`config.mk`:
```
export PLATFORM = sky130hd
export DESIGN_NAME = spw_port
export DESIGN_NICKNAME = d
export VERILOG_FILES = /design/src/hdl/spw_pkg.sv /design/src/hdl/spw_port.sv /design/src/hdl/spw_sync.sv
export SDC_FILE = /design/constraint.sdc
export NUM_CORES = 1
export LEC_CHECK = 0
export ABC_AREA = 0
export BUFFER_PORTS_ARGS = -buffer_cell sky130_fd_sc_hd__buf_2
export CAP_MARGIN = 15
export CELL_PAD_IN_SITES_DETAIL_PLACEMENT = 1
export CELL_PAD_IN_SITES_GLOBAL_PLACEMENT = 1
export CORE_AREA = 2 2 217 155
export DETAILED_ROUTE_END_ITERATION = 10
export DIE_AREA = 0 0 219 157
export PLACE_DENSITY_LB_ADDON = 0.1
export SLEW_MARGIN = 20
export SYNTH_ARGS = -nofsm -noshare
export SYNTH_HDL_FRONTEND = slang
export SYNTH_HIERARCHICAL = 1
export SYNTH_SLANG_ARGS = --single-unit
```
`constraint.sdc`:
```
create_clock -name clk_sys -period 8.37 [get_ports clk_sys]
set_input_delay 0.4185 -clock clk_sys [delete_from_list [all_inputs] [get_ports clk_sys]]
set_output_delay 0.4185 -clock clk_sys [all_outputs]
set_load 0.03 [all_outputs]
```
`src/hdl/spw_pkg.sv`:
```
// Package with constants and types for the supervisor bus port.
package spw_pkg;
    localparam int          ADDR_W          = 19;
    localparam int          DATA_W          = 8;
    localparam int          REG_NUM         = 16;
    // Internal registers occupy the top sixteen byte addresses, from 7FFF0h upward.
    localparam logic [18:0] REG_BASE        = 19'h7FFF0;
    localparam int          REG_IDX_LSB     = 0;
    localparam int          REG_IDX_W       = 4;
    localparam logic [7:0]  REG_RST_VAL     = 8'h00;
    localparam int          HOLD_TIME_MS    = 200;
    localparam int          CLK_MHZ         = 100;
    localparam int          HOLD_CYCLES     = HOLD_TIME_MS * 1000 * CLK_MHZ;
    localparam int          SYNC_STAGES     = 2;

    typedef enum logic [1:0] {
        SPW_PWR_OFF  = 2'b00,
        SPW_PWR_HOLD = 2'b01,
        SPW_PWR_ON   = 2'b11
    } spw_pwr_t;
endpackage

```
`src/hdl/spw_port.sv`:
```
// Bus port of the supervisor: write framing, decode, output control, power-fail gating.
`timescale 1ns/1ps
module spw_port
    import spw_pkg::*;
#(
    parameter int HOLD_CNT = HOLD_CYCLES
) (
    input  wire logic                         clk_sys,
    input  wire logic                         rst,
    input  wire logic                         ce,
    input  wire logic                         chip_enable_n,
    input  wire logic                         write_enable_n,
    input  wire logic                         output_enable_n,
    input  wire logic [spw_pkg::ADDR_W-1:0]   addr,
    input  wire logic [spw_pkg::DATA_W-1:0]   data_in,
    output logic      [spw_pkg::DATA_W-1:0]   data_out,
    output logic                              data_oe,
    input  wire logic                         power_fail_threshold,
    input  wire logic                         battery_backup,
    input  wire logic                         irq_freq_test_in,
    output logic                              sram_chip_enable_n,
    output logic                              sram_output_enable_n,
    output logic                              sram_chip_enable_oe,
    output logic                              sram_output_enable_oe,
    output logic                              reset_out,
    output logic                              irq_freq_test_out,
    output logic                              sram_supply_out,
    output logic                              reg_write_pulse,
    output logic      [spw_pkg::REG_IDX_W-1:0] reg_write_idx
);
    import spw_pkg::*;

    localparam int CNT_W = $clog2(HOLD_CNT + 1);

    // Strobe and supply pins pass two flip-flops; only the raw write-enable is also read directly.
    logic [4:0] pins_s;
    logic       ce_n_s;
    logic       we_n_s;
    logic       oe_n_s;
    logic       pfail_s;
    logic       batt_s;

    spw_sync #(
        .W       (5),
        .RST_VAL (5'h1F)
    ) u_sync (
        .clk_sys (clk_sys),
        .rst     (rst),
        .ce      (ce),
        .d       ({chip_enable_n, write_enable_n, output_enable_n,
                   power_fail_threshold, battery_backup}),
        .q       (pins_s)
    );

    assign ce_n_s  = pins_s[4];
    assign we_n_s  = pins_s[3];
    assign oe_n_s  = pins_s[2];
    assign pfail_s = pins_s[1];
    assign batt_s  = pins_s[0];

    // Address and data pass two flip-flops like the strobes, so the decode stays in
    // step with the synchronised strobes; the host holds both steady through a cycle.
    logic [ADDR_W-1:0] addr_m_r;
    logic [ADDR_W-1:0] addr_r;
    logic [DATA_W-1:0] din_m_r;
    logic [DATA_W-1:0] din_r;

    always_ff @(posedge clk_sys or posedge rst) begin
        if (rst) begin
            addr_m_r <= '0;
            addr_r   <= '0;
        end else if (ce) begin
            addr_m_r <= addr;
            addr_r   <= addr_m_r;
        end
    end

    always_ff @(posedge clk_sys or posedge rst) begin
        if (rst) begin
            din_m_r <= '0;
            din_r   <= '0;
        end else if (ce) begin
            din_m_r <= data_in;
            din_r   <= din_m_r;
        end
    end

    // Power sequencing state and the post-power-up hold counter.
    spw_pwr_t           pwr_r;
    spw_pwr_t           pwr_nxt;
    logic [CNT_W-1:0]   hold_cnt_r;

    always_comb begin
        pwr_nxt = pwr_r;
        unique case (pwr_r)
            SPW_PWR_OFF: begin
                if (!pfail_s) begin
                    pwr_nxt = SPW_PWR_HOLD;
                end
            end
            SPW_PWR_HOLD: begin
                if (pfail_s) begin
                    pwr_nxt = SPW_PWR_OFF;
                end else if (hold_cnt_r == CNT_W'(HOLD_CNT - 1)) begin
                    pwr_nxt = SPW_PWR_ON;
                end
            end
            SPW_PWR_ON: begin
                if (pfail_s) begin
                    pwr_nxt = SPW_PWR_OFF;
                end
            end
            default: pwr_nxt = SPW_PWR_OFF;
        endcase
    end

    always_ff @(posedge clk_sys or posedge rst) begin
        if (rst) begin
            pwr_r <= SPW_PWR_OFF;
        end else if (ce) begin
            pwr_r <= pwr_nxt;
        end
    end

    always_ff @(posedge clk_sys or posedge rst) begin
        if (rst) begin
            hold_cnt_r <= '0;
        end else if (ce) begin
            if (pwr_r == SPW_PWR_HOLD && !pfail_s) begin
                hold_cnt_r <= hold_cnt_r + CNT_W'(1);
            end else begin
                hold_cnt_r <= '0;
            end
        end
    end

    logic powered;
    assign powered = (pwr_r == SPW_PWR_ON) && !pfail_s;

    // Internal chip-enable is gated off whenever the supply is not good.
    logic int_ce;
    assign int_ce = powered && !ce_n_s;

    // Address decode.
    logic is_reg;
    assign is_reg = (addr_r >= REG_BASE);

    // Write framing: the write is open only while both strobes are low.
    logic wr_act;
    logic wr_act_d_r;
    assign wr_act = int_ce && !we_n_s;

    always_ff @(posedge clk_sys or posedge rst) begin
        if (rst) begin
            wr_act_d_r <= 1'b0;
        end else if (ce) begin
            wr_act_d_r <= wr_act;
        end
    end

    // Register file; the data is committed at the end of the write so the last stable
    // data is stored, and an abort by power fail commits nothing.
    logic [DATA_W-1:0] regs_r [REG_NUM];
    logic [DATA_W-1:0] wr_data_r;
    logic              wr_is_reg_r;
    logic [REG_IDX_W-1:0] wr_idx_r;

    always_ff @(posedge clk_sys or posedge rst) begin
        if (rst) begin
            wr_data_r   <= '0;
            wr_is_reg_r <= 1'b0;
            wr_idx_r    <= '0;
        end else if (ce && wr_act) begin
            wr_data_r   <= din_r;
            wr_is_reg_r <= is_reg;
            wr_idx_r    <= addr_r[REG_IDX_LSB +: REG_IDX_W];
        end
    end

    logic wr_end;
    assign wr_end = wr_act_d_r && !wr_act && powered;

    genvar gi;
    generate
        for (gi = 0; gi < REG_NUM; gi++) begin : g_reg
            always_ff @(posedge clk_sys or posedge rst) begin
                if (rst) begin
                    regs_r[gi] <= REG_RST_VAL;
                end else if (ce && wr_end && wr_is_reg_r &&
                             wr_idx_r == REG_IDX_W'(gi)) begin
                    regs_r[gi] <= wr_data_r;
                end
            end
        end
    endgenerate

    always_ff @(posedge clk_sys or posedge rst) begin
        if (rst) begin
            reg_write_pulse <= 1'b0;
        end else if (ce) begin
            reg_write_pulse <= wr_end && wr_is_reg_r;
        end
    end

    always_ff @(posedge clk_sys or posedge rst) begin
        if (rst) begin
            reg_write_idx <= '0;
        end else if (ce) begin
            reg_write_idx <= wr_idx_r;
        end
    end

    // The raw pin is read here as well, so the drivers close in the cycle that
    // write-enable falls rather than two synchroniser stages later. This path can
    // only close the drivers, so a bad sample costs at most one cycle of drive.
    logic we_n;
    assign we_n = write_enable_n;

    // Read decode. The drive also needs the raw write-enable high, so enables that
    // fall together never open the drivers.
    logic                 rd_act;
    logic [REG_IDX_W-1:0] rd_idx;
    assign rd_act = int_ce && we_n_s;
    assign rd_idx = addr_r[REG_IDX_LSB +: REG_IDX_W];

    always_ff @(posedge clk_sys or posedge rst) begin
        if (rst) begin
            data_out <= '0;
        end else if (ce) begin
            data_out <= regs_r[rd_idx];
        end
    end

    always_ff @(posedge clk_sys or posedge rst) begin
        if (rst) begin
            data_oe <= 1'b0;
        end else if (ce) begin
            data_oe <= rd_act && is_reg && !oe_n_s && we_n &&
                       !batt_s;
        end
    end

    // The SRAM enables follow the gated internal chip-enable, which is high only in
    // the powered state, so power fail and the post-power-up hold both keep them high.
    always_ff @(posedge clk_sys or posedge rst) begin
        if (rst) begin
            sram_chip_enable_n <= 1'b1;
        end else if (ce) begin
            sram_chip_enable_n <= !(int_ce && !is_reg);
        end
    end

    always_ff @(posedge clk_sys or posedge rst) begin
        if (rst) begin
            sram_output_enable_n <= 1'b1;
        end else if (ce) begin
            sram_output_enable_n <= !(int_ce && !is_reg && !oe_n_s);
        end
    end

    always_ff @(posedge clk_sys or posedge rst) begin
        if (rst) begin
            reset_out <= 1'b1;
        end else if (ce) begin
            reset_out <= (pwr_nxt != SPW_PWR_ON);
        end
    end

    always_ff @(posedge clk_sys or posedge rst) begin
        if (rst) begin
            irq_freq_test_out <= 1'b0;
        end else if (ce) begin
            irq_freq_test_out <= irq_freq_test_in;
        end
    end

    always_ff @(posedge clk_sys or posedge rst) begin
        if (rst) begin
            sram_supply_out <= 1'b0;
        end else if (ce) begin
            sram_supply_out <= 1'b1;
        end
    end

    // These pins keep driving in battery backup.
    assign sram_chip_enable_oe   = 1'b1;
    assign sram_output_enable_oe = 1'b1;
endmodule

```
`src/hdl/spw_sync.sv`:
```
// Two-stage synchroniser for a group of asynchronous input levels.
`timescale 1ns/1ps
module spw_sync #(
    parameter int          W       = 1,
    parameter logic [W-1:0] RST_VAL = '0
) (
    input  wire logic         clk_sys,
    input  wire logic         rst,
    input  wire logic         ce,
    input  wire logic [W-1:0] d,
    output logic      [W-1:0] q
);
    logic [W-1:0] meta_r;

    always_ff @(posedge clk_sys or posedge rst) begin
        if (rst) begin
            meta_r <= RST_VAL;
            q      <= RST_VAL;
        end else if (ce) begin
            meta_r <= d;
            q      <= meta_r;
        end
    end
endmodule
```
# Yosys cells after proc, flatten, opt, wreduce, memory -nomap -nowiden
# Index checks and enable logic that the tools add are counted.
[word_totals] regBits=252 inputBits=36 wordCells=113
[classes] add_sub_neg=1 order_cmp=2 n_eq_ne=19 n_mux=9 n_bitwise=1 n_reduce_logical=44
[ops] op="$logic_and A1 B1 Y1" count=33
[ops] op="$bmux W8 S4" count=1
[ops] op="$eq A4 B4 Y1 const B" count=8
[ops] op="$add A25 B1 Y25 const B" count=1
[ops] op="$eq A25 B25 Y1 const B" count=1
[ops] op="$mux W25" count=1
[ops] op="$ge A19 B19 Y1 const B" count=1
[ops] op="$eq A4 B3 Y1 const B" count=4
[ops] op="$mux W8" count=2
[ops] op="$logic_not A1 Y1" count=9
[ops] op="$eq A4 B2 Y1 const B" count=2
[ops] op="$mux W2" count=4
[ops] op="$pmux W2 S3" count=1
[ops] op="$ge A5 B5 Y1 const B" count=1
[ops] op="$not A4 Y5" count=1
[ops] op="$eq A4 B1 Y1 const B" count=1
[ops] op="$logic_not A4 Y1" count=1
[ops] op="$eq A2 B1 Y1 const B" count=1
[ops] op="$eq A2 B2 Y1 const B" count=1
[ops] op="$logic_not A2 Y1" count=1
[ops] op="$ne A2 B2 Y1 const B" count=1

# Longest topological paths before layout
[depth] depth_word=10 mapped_depth=6 ltp_nobuf=5

# By module
# The synthesis kept the hierarchy.
[by_module_without_submodules] module="spw_port" n_inst=1 cells_each=730 area_each_um2=10765.3 seq_area_each_um2=6059.6
[by_module_without_submodules] module="spw_sync" n_inst=1 cells_each=22 area_each_um2=427.9 seq_area_each_um2=262.8

# Worst setup path before layout
# Ideal clock, no wire load.
[synth_timing] path_kind="register -> register" from="reg u_sync.q[3]" to="reg regs_r[40] in the netlist's numbering" setup_ns=0.125 arrival_time_ns=1.928 required_time_ns=8.245 slack_ns=6.317 path_stages_with_launch=6 synth_period_minus_slack_ns=2.053 path_cell_list="dfstp_2 > o211a_1 > nand4_4 > buf_6 > nor3_4 > mux2_2"
[synth_via] elab_chain_cells=8
[synth_rtl] element="from (decl)" line="spw_sync.sv:11" rtl="output logic [W-1:0] q"
[synth_rtl] element="from (signal assigned)" line="spw_sync.sv:21" rtl="q <= meta_r;"
[synth_rtl] element="$logic_not A1 Y1" line="spw_port.sv:151" rtl="assign wr_act = int_ce && !we_n_s;"
[synth_rtl] element="$logic_and A1 B1 Y1" line="spw_port.sv:151"
[synth_rtl] element="$logic_not A1 Y1" line="spw_port.sv:181" rtl="assign wr_end = wr_act_d_r && !wr_act && powered;"
[synth_rtl] element="$logic_and A1 B1 Y1 (2 in series)" line="spw_port.sv:181"
[synth_rtl] element="$logic_and A1 B1 Y1 (3 in series)" line="spw_port.sv:189" rtl="end else if (ce && wr_end && wr_is_reg_r &&"
[synth_rtl] element="to (signal, indexed assignment)" line="spw_port.sv:191" rtl="regs_r[gi] <= wr_data_r;"
[synth_rtl] element="to (decl)" line="spw_port.sv:163" rtl="logic [DATA_W-1:0] regs_r [REG_NUM];"
# No other way between the ends.
# A chain may end at the register's enable or synchronous reset.

# Worst setup path in the final report
[layout_timing] from="reg u_sync.q[3]" to="reg regs_r[107] in the netlist's numbering"
# Same word-level chain as after synthesis.

==> flow_metrics.tcl <==
set metrics [dict create \
    drv_slew 0 \
    period_needed_ns 2.792 \
    min_period_over_period_pct 33.36 \
    dieHeight_um 157 \
    cp.arrival_ns 3.22 \
    p_leak_nw 5.831 \
    postSynth.asyncResetShare_pct 100.0 \
    avgSynthCellArea_um2 14.88 \
    maxCapViolCount 0 \
    via_per_inst 5.193 \
    grt-ovfl-total 0 \
    grt_usage_pct 16.11 \
    clk_pin_slew_worst_paths_ns 0.06 \
    cts_num_sinks 252 \
    clock.fmax_mhz 358.1 \
    cts_tree "yes" \
    dr.pass1.iters 4 \
    num_rows 55 \
    die-area_mm2 0.03438 \
    slew_headroom_pct 33.66 \
    grt_max_degree 138 \
    ys_ff_latch 252 \
    powerDensity_mw_per_mm2 215.4 \
    place.gp.congestion 0.7525 \
    syn_area_mm2 0.01119 \
    vias 6444 \
    crit_type "flop to flop" \
    initialDrtViolationCount 264 \
    first_global_vias 7223 \
    post_drt_wl_per_cell_um 21.18 \
    setup_tns_ns 0 \
    dp.cells 1190 \
    hp-class "input port to async pin" \
    clk_latency_ns 0.56 \
    status "finished, final reports clean" \
    antenna_found_initial 1 \
    synth-edff-count 0 \
    yosysSeqAreaShare_pct 56.48 \
    die_w_um 219 \
    cts-root-buf "clkbuf_16" \
    rsz0062_at_grt "no" \
    critPathLaunchType "flop" \
    critPathCaptureType "flop" \
    holdBufCountCts 0 \
    worst_ep_required_time_ns 8.80 \
    initial_core_util_pct 34.90 \
    worstPathMaxFanout 17 \
    peakVddDrop_mv 0.1390 \
    final_antenna_net_count 0 \
    io-pin-count 57 \
    post_cts_resized 0 \
    final_hold_viol_count 0 \
    htreeDepth 1 \
    route.detailed.drc 0 \
    post_cts_buffers 0 \
    holdWs_ns 0.04360 \
    placed_cell_area_mm2 0.01183 \
    wirelength_um 26280 \
    dp_hpwl_um 17490 \
    synth_cells 752 \
    synth_warnings 6 \
    setup_violations 0 \
    drive_gt1_share_pct 49.57 \
    clock_skew_ns 0.01474 \
    final_nets 829 \
    fin_cells 1241 \
    worstMarginPinSlew_ns 0.9951 \
    grt_pass1_wl_um 42730 \
    synthFlopType "dfrtp_1" \
    ys_types 49 \
    stdcell_area_mm2 0.01274 \
    fillers 3262 \
    areaGrowthSynthToFinish_pct 13.85 \
    coreArea_mm2 0.03207 \
    cts.path.max_buffers 3 \
    cts_made_buffers 27 \
    numPortBuffers 54 \
]
## path summary, 6_finish.rpt
kind                                             start                           to  slack [ns]  cells after the start
max in group asynchronous                          rst        addr_r[2]$_DFFE_PP0P_        6.94                      3
max                            u_sync/q[3]$_DFFE_PP1P_      regs_r[107]$_DFFE_PP0P_        5.58                      4
max reg2reg                    u_sync/q[3]$_DFFE_PP1P_      regs_r[107]$_DFFE_PP0P_        5.58                      4
min in group clk_sys                          addr[17]     addr_m_r[17]$_DFFE_PP0P_        0.09                      2
min reg2reg                sram_supply_out$_DFFE_PP0P_  sram_supply_out$_DFFE_PP0P_        0.46                      1
min                                                rst   hold_cnt_r[15]$_DFFE_PP0P_        0.04                      2
## power breakdown
part | internal (mW) | total [mW] | switching (mW)
logic | 0.0859 | 0.206 | 0.120
clock network | 0.713 | 1.22 | 0.511
registers | 1.27 | 1.31 | 0.0417
total | 2.07 | 2.75 | 0.673
## layout by cell type, fill, tap and decap left out, drive strengths merged, types with 12 or more instances in the layout
master and n:
a21oi 24, buf 59, clkbuf 36, dfrtp 239, dfstp 13, inv 13, mux2 220, mux4 32
nand2 12, nand4 15, nor2 15, o21ai 14, o22ai 16
## cell type report
cell class / count / area, µm² / share of cell area, %
diodes: 1 / 2.502 / 0.01964
clock buffers: 36 / 769.5 / 6.038
clock inverters: 14 / 145.1 / 1.139
inverters: 11 / 48.80 / 0.3829
multi-input cells: 441 / 4608 / 36.16
flip-flops and latches: 252 / 6325 / 49.63
well taps: 427 / 534.3 / 4.192
repair buffers: 59 / 310.3 / 2.435
## registers in the layout, indices dropped and copies added, names as in the netlist
register              flops
wr_idx_r                  4
din_m_r                   8
reg_write_idx             4
pwr_r                     2
addr_r                   19
din_r                     8
sram_chip_enable_n        1
data_oe                   1
irq_freq_test_out         1
u_sync/meta_r             5
wr_data_r                 8
sram_output_enable_n      1
regs_r                  128
reg_write_pulse           1
data_out                  8
hold_cnt_r               25
sram_supply_out           1
reset_out                 1
wr_act_d_r                1
u_sync/q                  5
wr_is_reg_r               1
addr_m_r                 19
## stage by stage
step / util (%) / setup WS, ns / power (mW)
after global routing: 39.74 / 5.446 / 2.872
after floorplan: - / 1.312 / 1.477
final: 39.74 / 5.578 / 2.745
after CTS: 39.73 / 5.543 / 2.794
after global placement: 36.87 / 5.195 / 1.541
after detailed placement: 36.87 / 5.155 / 1.549
## metal layers
layer / vias to the layer above / GRT usage [%] / wire length, µm
met5: - / 0 / 0
met4: 0 / 3.893 / 552
met3: 37 / 2.570 / 885
met2: 97 / 25.33 / 12010
met1: 3440 / 23.36 / 12840
li1: 2870 / - / -
## worst max-delay path, cell delays in order (launching register included)
cell and delay, ns:
dfstp_2 0.57, o211a_1 0.20, nand4_4 0.52, nor4_4 0.93, mux2_2 0.42
## kinds of logic (layout without fill, tap and decap cells)
kind of cell / count (synthesis) / count (layout) / share of synthesized area (%)
and+or+nand+nor: 114 / 114 / 8.104
adders and majority gates: 1 / 1 / 0.1118
xor gates and xnor gates: 9 / 9 / 0.7042
other: 1 / 3 / 0.03350
muxes: 252 / 252 / 28.91
DFF: 252 / 252 / 56.48
AOI/OAI and AO/OA: 63 / 63 / 3.220
buffers and inverters: 60 / 120 / 2.437
## synthesized netlist by cell type (2+ instances only)
cell type    n  share of area [%]
mux2_4      10                1.3
nor4b_1      2               0.16
nor4_1       4               0.22
inv_1       11               0.37
mux2_2     210                 21
or4_1        5               0.34
clkbuf_1    20               0.67
nand3_1     11               0.49
nor4_4       6                1.1
and4_1       3               0.23
or2_2        2               0.11
nor3_1       2              0.089
xor2_1       5               0.39
nand2_1     12               0.40
buf_2       14               0.63
dfrtp_1    239                 53
buf_4        2               0.13
o22ai_1     16               0.89
xnor2_1      4               0.31
nand2b_1     5               0.28
nand4_1     13               0.73
a21oi_1     24                1.1
and3_1       2               0.11
buf_1       10               0.34
nor2_1      15               0.50
o21ai_0     14               0.63
buf_6        3               0.30
dfstp_2     13                3.1
and2_1       2               0.11
or3_1        5               0.28
nand4_4      2               0.38
mux4_2      32                6.4
nand3b_1     2               0.13
nor4bb_1     2               0.18
or3_2        4               0.27
nor3_4       9                1.3
o31ai_1      5               0.34
Note: power is estimated with default switching activity, not from simulation.
